<file path="src/logic/scc_pkg.sv">
// package: register map, field layout and shared types of the sc unit
package scc_pkg;
  localparam logic [3:0] ADDR_CTL  = 4'h0; // control, or count in counter mode
  localparam logic [3:0] ADDR_MASK = 4'h1; // mask, or period in counter mode
  localparam logic [3:0] ADDR_AUX  = 4'h2;
  localparam logic [3:0] ADDR_STAT = 4'h3;
  localparam logic [3:0] ADDR_MDLO = 4'h4;
  localparam logic [3:0] ADDR_MDHI = 4'h5;
  localparam logic [3:0] ADDR_CFG  = 4'h6;
  localparam logic [3:0] ADDR_STMD = 4'h7;
  localparam int AUX_FLUSH_A = 0;
  localparam int AUX_THR_A   = 2;
  localparam int AUX_INT     = 4;
  localparam int AUX_RUN     = 5;
  localparam logic [7:0] AUX_WMASK = 8'h3f;
  localparam logic [7:0] REG_RST   = 8'h00;
  localparam logic [2:0] FIFO_DEPTH = 3'h4;
  localparam logic [2:0] THR_HALF   = 3'h2;
  localparam logic [2:0] THR_ONE    = 3'h1;
  typedef enum logic [1:0] {
    ROUTE_CTL = 2'h0, ROUTE_PAR = 2'h1, ROUTE_CNT = 2'h2, ROUTE_RSV = 2'h3
  } scc_route_t;
  typedef enum logic [1:0] {
    MD_DIRECT = 2'h0, MD_SYNC = 2'h1, MD_RSV = 2'h2, MD_PULSE = 2'h3
  } scc_bitmode_t;
  typedef struct packed {
    logic       ld_used;
    logic       en_used;
    logic       tc_alt;
    logic       sync_mode;
    scc_route_t route;
    logic       reset_scope_select;
  } scc_cfg_t;
  localparam scc_cfg_t CFG_RST = 7'h00;
  typedef struct packed {
    logic       dir_out;
    logic [2:0] level;
  } scc_fifo_t;
endpackage

</file>
<file path="src/logic/scc_unit.sv">
// status and control unit: control bits, counter, sync, aux control
`timescale 1ns/1ps
module scc_unit #(
  parameter int CTL_W  = 8,
  parameter int CNT_W  = 7,
  parameter int SYNC_W = 4,
  parameter int N_FIFO = 2
) (
  input  wire logic                                i_sys_clk,
  input  wire logic                                i_sys_rst,
  input  wire logic                                i_bus_wr,
  input  wire logic                                i_bus_rd,
  input  wire logic [3:0]                          i_bus_addr,
  input  wire logic [7:0]                          i_bus_wdata,
  output logic      [7:0]                          o_bus_rdata,
  input  wire logic                                i_routed_reset,
  input  wire logic                                i_routed_enable,
  input  wire logic                                i_routed_period_load,
  input  wire logic [7:0]                          i_status_in,
  input  wire logic [7:0]                          i_datapath_parallel_out,
  output logic      [7:0]                          o_datapath_parallel_in,
  input  wire logic [SYNC_W-1:0]                   i_synchronizer_inputs,
  output logic      [SYNC_W-1:0]                   o_shared_io_outputs,
  output logic      [SYNC_W-1:0]                   o_shared_io_oe_n,
  output logic      [7:0]                          o_fabric_output_bus,
  output logic                                     o_interrupt,
  input  wire scc_pkg::scc_fifo_t [N_FIFO-1:0]     i_fifo,
  output logic      [N_FIFO-1:0]                   o_fifo_flush,
  output logic      [N_FIFO-1:0]                   o_fifo_bus_status
);
  logic [CTL_W-1:0]  ctl_ff, nxt_ctl, sync_ff, nxt_sync, fab_ctl;
  logic [7:0]        mask_ff, mdlo_ff, mdhi_ff, stmd_ff, stky_ff, aux_ff;
  logic [7:0]        fab_ff, rd_ff, par_ff, stat_val, nxt_fab;
  logic [CNT_W-1:0]  cnt_ff, nxt_cnt, period;
  logic [SYNC_W-1:0] s1_ff, s2_ff, oe_n_ff;
  logic [N_FIFO-1:0] fst_ff;
  logic              int_ff, wr_ctl, is_cnt, sync_on, en_used, ld_used;
  logic              run, en_act, ld_act, tc_now, tc_bit;
  scc_pkg::scc_cfg_t cfg_ff;

  // mode of one control bit from the high and low mode registers
  function automatic scc_pkg::scc_bitmode_t bit_mode(
    input logic [7:0] hi, input logic [7:0] lo, input int i);
    return scc_pkg::scc_bitmode_t'({hi[i], lo[i]});
  endfunction

  // shared decode terms
  assign wr_ctl  = i_bus_wr && (i_bus_addr == scc_pkg::ADDR_CTL);
  assign is_cnt  = (cfg_ff.route == scc_pkg::ROUTE_CNT);
  assign sync_on = cfg_ff.sync_mode;
  assign en_used = cfg_ff.en_used & ~sync_on;
  assign ld_used = cfg_ff.ld_used & ~sync_on;
  assign period  = mask_ff[CNT_W-1:0];
  assign run     = is_cnt & aux_ff[scc_pkg::AUX_RUN];
  assign en_act  = run & (~en_used | i_routed_enable);
  assign tc_now  = (cnt_ff == '0);
  // load gated by enable unless alternate mode
  assign ld_act  = ld_used & i_routed_period_load &
                   (cfg_ff.tc_alt ? is_cnt : en_act);

  // counter next value: load, then count with reload, then bus write
  always_comb begin
    nxt_cnt = cnt_ff;
    if (ld_act) begin
      nxt_cnt = period;
    end else if (en_act) begin
      nxt_cnt = tc_now ? period : cnt_ff - 1'b1;
    end else if (wr_ctl && is_cnt) begin
      nxt_cnt = i_bus_wdata[CNT_W-1:0];
    end
  end

  // per-bit control next state for direct, sync and pulse modes
  always_comb begin
    for (int i = 0; i < CTL_W; i++) begin
      nxt_ctl[i]  = ctl_ff[i];
      nxt_sync[i] = ctl_ff[i];
      if (bit_mode(mdhi_ff, mdlo_ff, i) == scc_pkg::MD_PULSE) begin
        nxt_sync[i] = ctl_ff[i] & ~sync_ff[i];
        if (sync_ff[i]) begin
          nxt_ctl[i] = 1'b0;
        end
      end
      if (i_routed_reset) begin
        nxt_sync[i] = 1'b0;
        if (cfg_ff.reset_scope_select) begin
          nxt_ctl[i] = 1'b0;
        end
      end
      if (wr_ctl && !is_cnt) begin
        if (bit_mode(mdhi_ff, mdlo_ff, i) == scc_pkg::MD_PULSE) begin
          nxt_ctl[i] = nxt_ctl[i] | i_bus_wdata[i];
        end else begin
          nxt_ctl[i] = i_bus_wdata[i];
        end
      end
      fab_ctl[i] = (bit_mode(mdhi_ff, mdlo_ff, i) == scc_pkg::MD_DIRECT) ?
                   nxt_ctl[i] : nxt_sync[i];
    end
  end

  // fabric output source chosen by the route select bits
  always_comb begin
    tc_bit = cfg_ff.tc_alt ? (nxt_cnt == '0) : tc_now;
    case (cfg_ff.route)
      scc_pkg::ROUTE_PAR: nxt_fab = i_datapath_parallel_out;
      scc_pkg::ROUTE_CNT: nxt_fab = {tc_bit, nxt_cnt};
      default:            nxt_fab = fab_ctl;
    endcase
  end

  // control bits, resampled outputs and fabric output
  always_ff @(posedge i_sys_clk or posedge i_sys_rst) begin
    if (i_sys_rst) begin
      ctl_ff  <= '0;
      sync_ff <= '0;
      fab_ff  <= '0;
    end else begin
      ctl_ff  <= nxt_ctl;
      sync_ff <= nxt_sync;
      fab_ff  <= nxt_fab;
    end
  end

  // down counter
  always_ff @(posedge i_sys_clk or posedge i_sys_rst) begin
    if (i_sys_rst) begin
      cnt_ff <= '0;
    end else begin
      cnt_ff <= nxt_cnt;
    end
  end

  // configuration, mode, mask/period and aux registers
  always_ff @(posedge i_sys_clk or posedge i_sys_rst) begin
    if (i_sys_rst) begin
      mask_ff <= scc_pkg::REG_RST;
      mdlo_ff <= scc_pkg::REG_RST;
      mdhi_ff <= scc_pkg::REG_RST;
      stmd_ff <= scc_pkg::REG_RST;
      aux_ff  <= scc_pkg::REG_RST;
      cfg_ff  <= scc_pkg::CFG_RST;
    end else if (i_bus_wr) begin
      case (i_bus_addr)
        scc_pkg::ADDR_MASK: mask_ff <= i_bus_wdata;
        scc_pkg::ADDR_MDLO: mdlo_ff <= i_bus_wdata;
        scc_pkg::ADDR_MDHI: mdhi_ff <= i_bus_wdata;
        scc_pkg::ADDR_STMD: stmd_ff <= i_bus_wdata;
        scc_pkg::ADDR_AUX:  aux_ff  <= i_bus_wdata & scc_pkg::AUX_WMASK;
        scc_pkg::ADDR_CFG:  cfg_ff  <= scc_pkg::scc_cfg_t'(i_bus_wdata[6:0]);
        default: ;
      endcase
    end
  end

  // status value: sticky bits or live inputs
  assign stat_val = (stmd_ff & stky_ff) | (~stmd_ff & i_status_in);

  // sticky capture; a read clears only bits that were set, new sets win
  always_ff @(posedge i_sys_clk or posedge i_sys_rst) begin
    if (i_sys_rst) begin
      stky_ff <= '0;
    end else if (sync_on) begin
      stky_ff <= '0;
    end else if (i_bus_rd && i_bus_addr == scc_pkg::ADDR_STAT) begin
      stky_ff <= (stky_ff & ~stat_val) | i_status_in;
    end else begin
      stky_ff <= stky_ff | i_status_in;
    end
  end

  // interrupt from masked low status bits, gated by aux bit 4
  always_ff @(posedge i_sys_clk or posedge i_sys_rst) begin
    if (i_sys_rst) begin
      int_ff <= 1'b0;
    end else begin
      int_ff <= aux_ff[scc_pkg::AUX_INT] & ~is_cnt & ~sync_on &
                (|(stat_val[6:0] & mask_ff[6:0]));
    end
  end

  // double synchronizer and shared io direction
  always_ff @(posedge i_sys_clk or posedge i_sys_rst) begin
    if (i_sys_rst) begin
      s1_ff   <= '0;
      s2_ff   <= '0;
      oe_n_ff <= '1;
      par_ff  <= '0;
    end else begin
      s1_ff   <= i_synchronizer_inputs;
      s2_ff   <= s1_ff;
      oe_n_ff <= {SYNC_W{~sync_on}};
      par_ff  <= i_status_in;
    end
  end

  // fifo bus status against the threshold bits
  for (genvar f = 0; f < N_FIFO; f++) begin : g_fifo
    logic [2:0] avail;
    assign avail = i_fifo[f].dir_out ? i_fifo[f].level :
                   scc_pkg::FIFO_DEPTH - i_fifo[f].level;
    always_ff @(posedge i_sys_clk or posedge i_sys_rst) begin
      if (i_sys_rst) begin
        fst_ff[f] <= 1'b0;
      end else begin
        fst_ff[f] <= ~aux_ff[scc_pkg::AUX_FLUSH_A + f] &
                     (avail >= (aux_ff[scc_pkg::AUX_THR_A + f] ?
                      scc_pkg::THR_HALF : scc_pkg::THR_ONE));
      end
    end
  end

  // registered read data, one cycle after the read strobe
  always_ff @(posedge i_sys_clk or posedge i_sys_rst) begin
    if (i_sys_rst) begin
      rd_ff <= '0;
    end else if (i_bus_rd) begin
      case (i_bus_addr)
        scc_pkg::ADDR_CTL:  rd_ff <= is_cnt ? {1'b0, cnt_ff} : ctl_ff;
        scc_pkg::ADDR_MASK: rd_ff <= mask_ff;
        scc_pkg::ADDR_AUX:  rd_ff <= aux_ff;
        scc_pkg::ADDR_STAT: rd_ff <= sync_on ? {4'h0, s2_ff} : stat_val;
        scc_pkg::ADDR_MDLO: rd_ff <= mdlo_ff;
        scc_pkg::ADDR_MDHI: rd_ff <= mdhi_ff;
        scc_pkg::ADDR_STMD: rd_ff <= stmd_ff;
        scc_pkg::ADDR_CFG:  rd_ff <= {1'b0, cfg_ff};
        default:            rd_ff <= '0;
      endcase
    end
  end

  // outputs straight from flops
  assign o_bus_rdata            = rd_ff;
  assign o_fabric_output_bus    = fab_ff;
  assign o_datapath_parallel_in = par_ff;
  assign o_shared_io_outputs    = s2_ff;
  assign o_shared_io_oe_n       = oe_n_ff;
  assign o_interrupt            = int_ff;
  assign o_fifo_flush = {aux_ff[scc_pkg::AUX_FLUSH_A + 1],
                         aux_ff[scc_pkg::AUX_FLUSH_A]};
  assign o_fifo_bus_status      = fst_ff;

  logic pulse0;
  assign pulse0 = bit_mode(mdhi_ff, mdlo_ff, 0) == scc_pkg::MD_PULSE;
endmodule

</file>
<file path="config.mk">
export PLATFORM = sky130hd
export DESIGN_NAME = scc_unit
export DESIGN_NICKNAME = d
export VERILOG_FILES = /design/src/logic/scc_pkg.sv /design/src/logic/scc_unit.sv
export SDC_FILE = /design/constraint.sdc
export NUM_CORES = 1
export LEC_CHECK = 0
export BUFFER_PORTS_ARGS = -buffer_cell sky130_fd_sc_hd__buf_4
export CORE_MARGIN = 5
export CORE_UTILIZATION = 57
export DETAILED_ROUTE_END_ITERATION = 6
export PLACE_DENSITY = 0.8
export SYNTH_ARGS = -nofsm -noshare
export SYNTH_HDL_FRONTEND = slang
export SYNTH_SLANG_ARGS = --single-unit
</file>
<file path="constraint.sdc">
create_clock -name i_sys_clk -period 4.7 [get_ports i_sys_clk]
set_input_delay 0.47 -clock i_sys_clk [delete_from_list [all_inputs] [get_ports i_sys_clk]]
set_output_delay 0.47 -clock i_sys_clk [all_outputs]
set_load 0.01 [all_outputs]
</file>
**After elaboration in Yosys (flattened, before gate mapping)**

Index checks and enable logic that the tools add are counted.

- $add $sub $neg: 3
- Multiply operators: 0
- Div/mod/pow operators: 0
- Magnitude comparators: 2
- Equality and inequality tests: 17
- Shift-type cells: 0
- Multiplexer cells: 88
- Bitwise operators: 50
- Reduce and logical (&&, ||, !) cells: 23

Operator list:

| cell | number |
|---|---|
| $mux 1 | 74 |
| $pmux 8 s8 | 1 |
| $mux 8 | 4 |
| $mux 7 | 4 |
| $and 8x8->8 | 3 |
| $or 8x8->8 | 3 |
| $and 1x1->1 | 19 |
| $eq 2x2->1 const B | 9 |
| $eq 4x3->1 const B | 4 |
| $logic_not 2->1 | 8 |
| $not 8->8 | 2 |
| $pmux 8 s2 | 1 |
| $logic_not 7->1 | 2 |
| $not 1->1 | 13 |
| $reduce_and 2->1 | 6 |
| $or 1x1->1 | 9 |
| $eq 4x2->1 const B | 2 |
| $and 7x7->7 | 1 |
| $reduce_or 7->1 | 1 |
| $sub 7x1->7 const B | 1 |
| $ge 3x2->1 | 2 |
| $mux 3 | 2 |
| $sub 3x3->3 const A | 2 |
| $eq 4x1->1 const B | 1 |
| 5 further kinds | 9 |

- Flip-flop bits (word level): 112
- Latch bits: 0
- Bits in writable memories: 0
- ROM bits: 0
- Input bits: 47
- Output and inout port bits: 37
- Logic and storage cells: 207
- Memories: 0

**Logic depth before layout (Yosys ltp)**

Gate-level depths: netlist of the first run.

- Depth after elaboration: 11
- Mapped depth: 10

**Worst setup path before layout of the first run**

OpenSTA, ideal clock, no wires.

- Path type: in2reg
- Start point: input port i_bus_addr[0]
- End point: register fab_ff[7] (netlist: o_fabric_output_bus[7])
- Library setup time: 0.092 ns
- Data arrival time: 2.627 ns
- Required time: 4.608 ns
- Setup slack: 1.982 ns
- Stages on the path: 7
- Buffers on the path: 1
- Path through: buf_2 or4_4 nor2_2 mux2_1 a221o_1 or4_4 o31ai_2

- Word-level cells in the longest chain between the ends: 9
- Elaborated cells between the ends (all ways): 12
- Those cells by class: mux: 7; reduce/logical: 5

Ends and longest elaborated chain:

| item | line | text |
|---|---|---|
| start, declared | scc_unit.sv:13 | `input wire logic [3:0] i_bus_addr,` |
| $logic_not 4->1 | scc_unit.sv:48 | `assign wr_ctl = i_bus_wr && (i_bus_addr == scc_pkg::ADDR_CTL);` |
| $logic_and 1x1->1 | scc_unit.sv:48 |  |
| $logic_and 1x1->1 | scc_unit.sv:68 | `end else if (wr_ctl && is_cnt) begin` |
| $mux 7 | scc_unit.sv:68 |  |
| $mux 7 | scc_unit.sv:66 | `end else if (en_act) begin` |
| $mux 7 | scc_unit.sv:64 | `if (ld_act) begin` |
| via nxt_cnt[4] | scc_unit.sv:34 | `logic [CNT_W-1:0] cnt_ff, nxt_cnt, period;` |
| $logic_not 7->1 | scc_unit.sv:104 | `tc_bit = cfg_ff.tc_alt ? (nxt_cnt == '0) : tc_now;` |
| $mux 1 | scc_unit.sv:104 |  |
| $pmux 8 s2 | scc_unit.sv:105 | `case (cfg_ff.route)` |
| via nxt_fab[7] | scc_unit.sv:33 | `logic [7:0] fab_ff, rd_ff, par_ff, stat_val, nxt_fab;` |
| end signal, assigned | scc_unit.sv:121 | `fab_ff <= nxt_fab;` |
| end, declared | scc_unit.sv:33 |  |

The timed path passes the listed nets, and every way through them passes these cells.
A chain may end at the register's enable or synchronous reset.

**Worst setup path in the final report of the first run**

- Start point: register cfg_ff[1] (netlist bit)
- End point: register fab_ff[2] (netlist: o_fabric_output_bus[2])

- Word-level cells in the longest chain between the ends: 7
- Elaborated cells between the ends (all ways): 15
- Those cells by class: eq/ne: 2; mux: 7; bitwise: 3; reduce/logical: 3

Ends and longest elaborated chain:

| item | line | text |
|---|---|---|
| start, declared | scc_unit.sv:39 | `scc_pkg::scc_cfg_t cfg_ff;` |
| start signal, assigned | scc_unit.sv:142 | `cfg_ff <= scc_pkg::CFG_RST;` |
| start signal, assigned | scc_unit.sv:150 | `scc_pkg::ADDR_CFG: cfg_ff <= scc_pkg::scc_cfg_t'(i_bus_wdata[6:0]);` |
| $eq 2x2->1 | scc_unit.sv:49, scc_unit.sv:105 |  |
| $and 1x1->1 | scc_unit.sv:54 | `assign run = is_cnt & aux_ff[scc_pkg::AUX_RUN];` |
| $and 1x1->1 | scc_unit.sv:55 | `assign en_act = run & (~en_used \| i_routed_enable);` |
| $mux 1 | scc_unit.sv:59 | `(cfg_ff.tc_alt ? is_cnt : en_act);` |
| $and 1x1->1 | scc_unit.sv:58 | `assign ld_act = ld_used & i_routed_period_load &` |
| $mux 7 | scc_unit.sv:64 |  |
| $pmux 8 s2 * | scc_unit.sv:105 |  |
| via nxt_fab[2] | scc_unit.sv:33 |  |

The timed path passes the listed nets; every way through them passes the cells marked *.

==> results of run 1 <==
-- sequential cells by signal, summed over array words and instances, names as in the netlist, 6 cells and up --
signal and count:
aux_ff 6, o_bus_rdata 8, sync_ff 8, mask_ff 8, o_datapath_parallel_in 8, cfg_ff 6
mdlo_ff 8, cnt_ff 7, o_fabric_output_bus 8, mdhi_ff 8, stky_ff 8, ctl_ff 8
stmd_ff 8
-- power groups by stage --
stage / sequential, mW / combinational, mW / clock (mW)
finish: 1.39 / 0.899 / 0.626
global route: 1.42 / 0.986 / 0.669
CTS: 1.39 / 0.897 / 0.629
detailed placement: 1.41 / 0.892 / 0
global placement: 1.40 / 0.871 / 0
floorplan: 1.35 / 0.585 / 0
-- logic make-up after synthesis --
logic type               synth area share
adder cells (fa/ha/maj)            0.0221
multiplexers                        0.156
AND/OR/NAND/NOR                     0.143
AO/OA/AOI/OAI                       0.142
flip-flops                          0.495
XOR/XNOR                          0.00773
buffers and inverters              0.0342
-- metal layers --
| metal | GRT usage | vias to the layer above | part of all wire |
|---|---|---|---|
| met2 | 0.452 | 227 | 0.47 |
| li1 | - | 2087 | - |
| met5 | 0 | - | 0 |
| met1 | 0.380 | 2274 | 0.41 |
| met4 | 0.125 | 0 | 0.038 |
| met3 | 0.0499 | 54 | 0.080 |
-- layout by cell type (no fill, tap or decap), types with 8 or more instances in the layout --
cell type / n
nor2_1: 41
nor2b_1: 8
a221oi_1: 10
ha_1: 10
inv_1: 18
buf_4: 85
clkbuf_8: 12
mux2i_1: 16
dfrtp_1: 111
nand3_1: 24
mux2_2: 54
a21oi_1: 46
o21ai_0: 25
nand2_1: 54
-- final cells by class --
type	count	area (µm²)	area share
repair buffers	85	638	0.0972
well taps	133	166	0.0253
inverters	20	77.6	0.0118
clock buffers	13	169	0.0257
clock inverters	3	46.3	0.00705
flip-flops and latches	112	2800	0.427
multi-input cells	380	2670	0.406
-- worst max-delay path, stage by stage, from the launching register on --
cell and delay, ns:
dfrtp_1 0.41, inv_1 0.08, ha_1 0.38, buf_4 0.32
nor2_1 0.10, and2_1 0.31, nand2_1 0.11, a32oi_1 0.12
o311ai_0 0.67, and2_1 0.23
-- stage by stage --
| step | std cells | power (mW) | setup WS (ns) | util |
|---|---|---|---|---|
| final | 746 | 2.92 | 1.89 | 0.675 |
| after floorplan | 538 | 1.93 | 1.27 | - |
| after global placement | 730 | 2.27 | 1.81 | 0.653 |
| after detailed placement | 730 | 2.30 | 1.76 | 0.653 |
| after global routing | 746 | 3.07 | 1.73 | 0.675 |
| after CTS | 746 | 2.91 | 1.97 | 0.675 |
-- how the worst max path moves through the flow --
stage	startpoint	to	slack, ns	cells after the start
6_report	cfg_ff[1]	o_fabric_output_bus[2]	1.89	9
5_1_grt	cfg_ff[1]	o_fabric_output_bus[2]	1.73	9
4_1_cts	cfg_ff[1]	o_fabric_output_bus[2]	1.97	9
3_5_place_dp	i_bus_addr[0]	o_fabric_output_bus[7]	1.76	7
3_3_place_gp	i_bus_addr[0]	o_fabric_output_bus[7]	1.81	7
2_1_floorplan	i_sys_rst	aux_ff[0]	1.27	1
==> impl_metrics.json, run 1 <==
{
  "ir_drop_mv": 0.226,
  "fp.dieH_um": 110,
  "synth_fp_nets": 595,
  "ff2ff_path_depth": 9,
  "cts_tree": "yes",
  "drv_slew": 0,
  "synth_cells": 538,
  "cts_root_buf": "clkbuf_8",
  "r2r_end": "o_fabric_output_bus[2]",
  "drcViolationCount": 0,
  "maxClockFrequency_mhz": 356,
  "yosysTopAreaCell": "dfrtp_1",
  "io_buffers": 83,
  "area_growth_pct": 16.0,
  "final_nets": 665,
  "post-route-period-util": 0.597,
  "power_frac_seq": 0.477,
  "hold_viol_final": 0,
  "hp-start": "i_synchronizer_inputs[0]",
  "post-cts-setup-buffers": 0,
  "synth_warnings": 0,
  "leakage_nw": 2.91,
  "yosysMostFrequentCell": "dfrtp_1",
  "start_kind": "flip-flop",
  "intPower_mw": 1.89,
  "antenna_found_initial": 0,
  "cts.sinks": 112,
  "final_layout_size_suffix_gt1_frac": 0.279,
  "io_pins": 84,
  "worstPathArrival_ns": 3.13,
  "htreeDepth": 3,
  "grt_max_degree": 75,
  "p_sw_mw": 1.02,
  "synth_edf_count": 0,
  "drtAntennaViolNets": 0,
  "grt_pass1_vias": 4813,
  "end_kind": "flip-flop",
  "whs_ns": 0.184,
  "numCtsBuffers": 9,
  "async_flop_share": 1.00,
  "slew_headroom": 0.396,
  "clk_latency_ns": 0.39,
  "power_per_cell_area_mw_per_mm2": 444,
  "hpwlAfterDp_um": 11700,
  "gp_congestion": 0.922,
  "core_area_mm2": 0.00973,
  "setup_tns_ns": 0,
  "routedWlPerCell_um": 21.4,
  "r2r_start": "cfg_ff[1]",
  "finalInstanceArea_mm2": 0.00657,
  "clockBufferDepth": 2,
  "initial_core_util": 0.582,
  "holdBufCountCts": 0,
  "drt_pre_antenna_iters": 6,
  "worstMarginPinSlew_ns": 0.906,
  "fillers": 757,
  "via_per_inst": 6.22,
  "rows": 36,
  "path_max_fanout": 18,
  "place_area_mm2": 0.00635,
  "ys_ff_latch": 112,
  "die_w_um": 110,
  "synthTopCellsByCount": "111 x dfrtp_1, 54 x mux2_2, 54 x nand2_1, 46 x a21oi_1, 41 x nor2_1",
  "whs_endpoint": "s1_ff[0]",
  "cp_data_required_time_ns": 5.02,
  "cts_resized": 0,
  "finalWorstPathRequiredPeriod_ns": 2.81,
  "ys_types": 64,
  "die_area_mm2": 0.0120,
  "status": "finished, final reports clean",
  "grt_usage": 0.283,
  "finalSetupViolations": 0,
  "clkPwrFrac": 0.215,
  "p_comb_frac": 0.308,
  "rsz0062_at_grt": "false",
  "rrSetupSlack_ns": 1.89,
  "synth_ff_type": "dfrtp_1",
  "finalWirelength_um": 15900,
  "dr.first_iter.drc_count": 464,
  "yosysTopAreaCellShare": 0.490,
  "hp-class": "in2reg",
  "overflow": 0,
  "synth_area_leaders": "dfrtp_1 49%, mux2_2 11%, a21oi_1 4.1%",
  "syn_area_mm2": 0.00566,
  "seq_area_frac_synth": 0.495,
  "num_antenna_cells": 0,
  "syn_area_per_cell_um2": 10.5,
  "drv_cap": 0,
  "skew_ns": 0.0107,
  "path_class": "reg2reg",
  "grt_pass1_wl_um": 25600,
  "switching_share": 0.351,
  "path_clk_slew_ns": 0.10,
  "via_count": 4642,
  "hold_depth": 1
}
Note: power is estimated with default switching activity, not from simulation.
==> run 2, diff against run 1 <==
CORE_UTILIZATION = 52   (was 57)
PLACE_DENSITY = 0.77   (was 0.8)
clock period = 2.3 ns   (was 4.7 ns; I/O delays follow)
==> run 2 against run 1 <==
Effect of this change:
- core utilization increased by 0.26 points
- flip-flop and latch count unchanged
- clock power increased by 110%
- largest cell class unchanged
- register-to-register slack got worse by 1.9 ns
- worst setup slack got worse by 1.9 ns
- power increased by 120%
- count of clock-buffer cells in the layout decreased by 1
- via count increased by 7.4%
- maximum frequency increased by 22%
- wire length increased by 10%
- non-clock buffer count increased by 69
==> impl_metrics.json, run 2 (same netlist as run 1, synthesis figures left out) <==
{
  "status": "finished, final reports clean",
  "grt_pass1_vias": 4967,
  "end_kind": "flip-flop",
  "drt_pre_antenna_iters": 5,
  "fillers": 840,
  "grt_max_degree": 61,
  "numCtsBuffers": 9,
  "cts_tree": "yes",
  "finalWorstPathRequiredPeriod_ns": 2.29,
  "leakage_nw": 3.28,
  "whs_ns": 0.115,
  "path_buf_inv": 1,
  "grt_pass1_wl_um": 27300,
  "clk_latency_ns": 0.38,
  "crit_path_start": "sync_on",
  "via_count": 4985,
  "ir_drop_mv": 0.524,
  "worstPathArrival_ns": 2.59,
  "overflow": 0,
  "max_stage_delay_ns": 0.43,
  "path_max_fanout": 4,
  "dr.first_iter.drc_count": 610,
  "maxClockFrequency_mhz": 436,
  "gp_congestion": 0.911,
  "final-instance-count-excl-fill": 822,
  "drv_slew": 0,
  "hp-start": "i_routed_reset",
  "htreeDepth": 3,
  "via_per_inst": 6.06,
  "setup_tns_ns": 0,
  "hpwlAfterDp_um": 12900,
  "drv_cap": 0,
  "hold_viol_final": 0,
  "routedWlPerCell_um": 21.3,
  "fp.dieH_um": 114,
  "initial_core_util": 0.527,
  "rows": 38,
  "final_common_cell": "buf_4",
  "skew_ns": 0.0130,
  "die_w_um": 114,
  "hp-class": "in2reg",
  "io_buffers": 83,
  "die_area_mm2": 0.0131,
  "place_area_mm2": 0.00680,
  "path_class": "reg2reg",
  "area_growth_pct": 28.5,
  "worstMarginPinSlew_ns": 0.498,
  "post-route-period-util": 0.998,
  "io_pins": 84,
  "cp_data_required_time_ns": 2.60,
  "finalWirelength_um": 17500,
  "core_area_mm2": 0.0107,
  "antenna_found_initial": 0,
  "r2r_start": "sync_on",
  "worst_path_max_delay_cell": "or3b_4",
  "cts.sinks": 112,
  "path_delay_family": "simple AND/OR/NAND/NOR gates",
  "rsz0062_at_grt": "true",
  "slew_headroom": 0.663,
  "power_per_cell_area_mw_per_mm2": 895,
  "place_inst": 791,
  "clockBufferDepth": 2,
  "cts_root_buf": "clkbuf_8",
  "start_kind": "flip-flop",
  "cp_cell_sequence": "or3b_4 -> nand4b_1 -> a21oi_2 -> buf_4 -> a221o_1 -> or4_4 -> o31ai_2",
  "final_cell_mix": "137 x buf_4, 111 x dfrtp_1, 54 x mux2_2",
  "num_antenna_cells": 0,
  "path_clk_slew_ns": 0.11,
  "finalSetupViolations": 0,
  "finalInstanceArea_mm2": 0.00728,
  "final_layout_size_suffix_gt1_frac": 0.361,
  "drtAntennaViolNets": 0,
  "p_total_mw": 6.52,
  "grt_usage": 0.275,
  "drcViolationCount": 0,
  "final_nets": 734
}
==> run 2: cell count changes in the layout (fill, tap and decap cells not counted), sizes merged <==
| cell | delta |
|---|---|
| dlygate4sd3 | +13 |
| clkbuf | -1 |
| clkinv | +2 |
| buf | +56 |
| inv | -1 |
==> run 2: worst reg2reg max path: stages, from the launching register on <==
cell,delay [ns]
dfrtp_1,0.41
or3b_4,0.43
nand4b_1,0.15
a21oi_2,0.10
buf_4,0.14
a221o_1,0.36
or4_4,0.42
o31ai_2,0.19
==> run 2: cell type report <==
cell class	count	area (µm²)	share of cell area
flip-flops and latches	112	2800	0.385
multi-input cells	380	2780	0.381
repair buffers	154	1220	0.168
well taps	140	175	0.0241
clock buffers	12	165	0.0227
inverters	20	78.8	0.0108
clock inverters	4	58.8	0.00808
==> run 2: routing by layer <==
metal  wire [µm]  up-vias  GRT usage  part of all wire
li1            -     2237          -                 -
met1        6940     2441      0.370              0.40
met2        8590      263      0.450              0.49
met3        1530       44     0.0555             0.087
met4         489        0     0.0895             0.028
met5           0        -          0                 0
==> run 2: timing repair <==
action,CTS,global route
hold endpoints to repair,115,0
setup endpoints to repair,1,8
hold buffers,13,0
pin swaps,4,1
resized for setup,9,17
gates cloned,0,0
setup buffers,2,0
==> run 2: power by group <==
group          total [mW]  internal [mW]  switching [mW]
Combinational        2.44           1.23            1.20
Clock                1.29          0.605           0.686
Sequential           2.79           2.39           0.402
==> run 2: per-stage QoR <==
| stage | setup slack (ns) | util |
|---|---|---|
| floorplan | -0.0567 | - |
| global placement | -0.139 | 0.633 |
| detailed placement | -0.167 | 0.633 |
| CTS | 0.000505 | 0.671 |
| global route | -0.0698 | 0.677 |
| finish | 0.00551 | 0.677 |
==> run 2: final timing paths <==
check                                         endpoint  slack [ns]  depth (start not counted)
worst min register to register  o_shared_io_outputs[0]        0.36                          0
min in group asynchronous                     s1_ff[2]        0.30                          3
max in group asynchronous          o_shared_io_oe_n[0]        1.45                          4
worst max register to register  o_fabric_output_bus[7]       0.006                          7
worst min-delay path                        sync_ff[3]        0.11                          2
worst max-delay path            o_fabric_output_bus[7]       0.006                          7
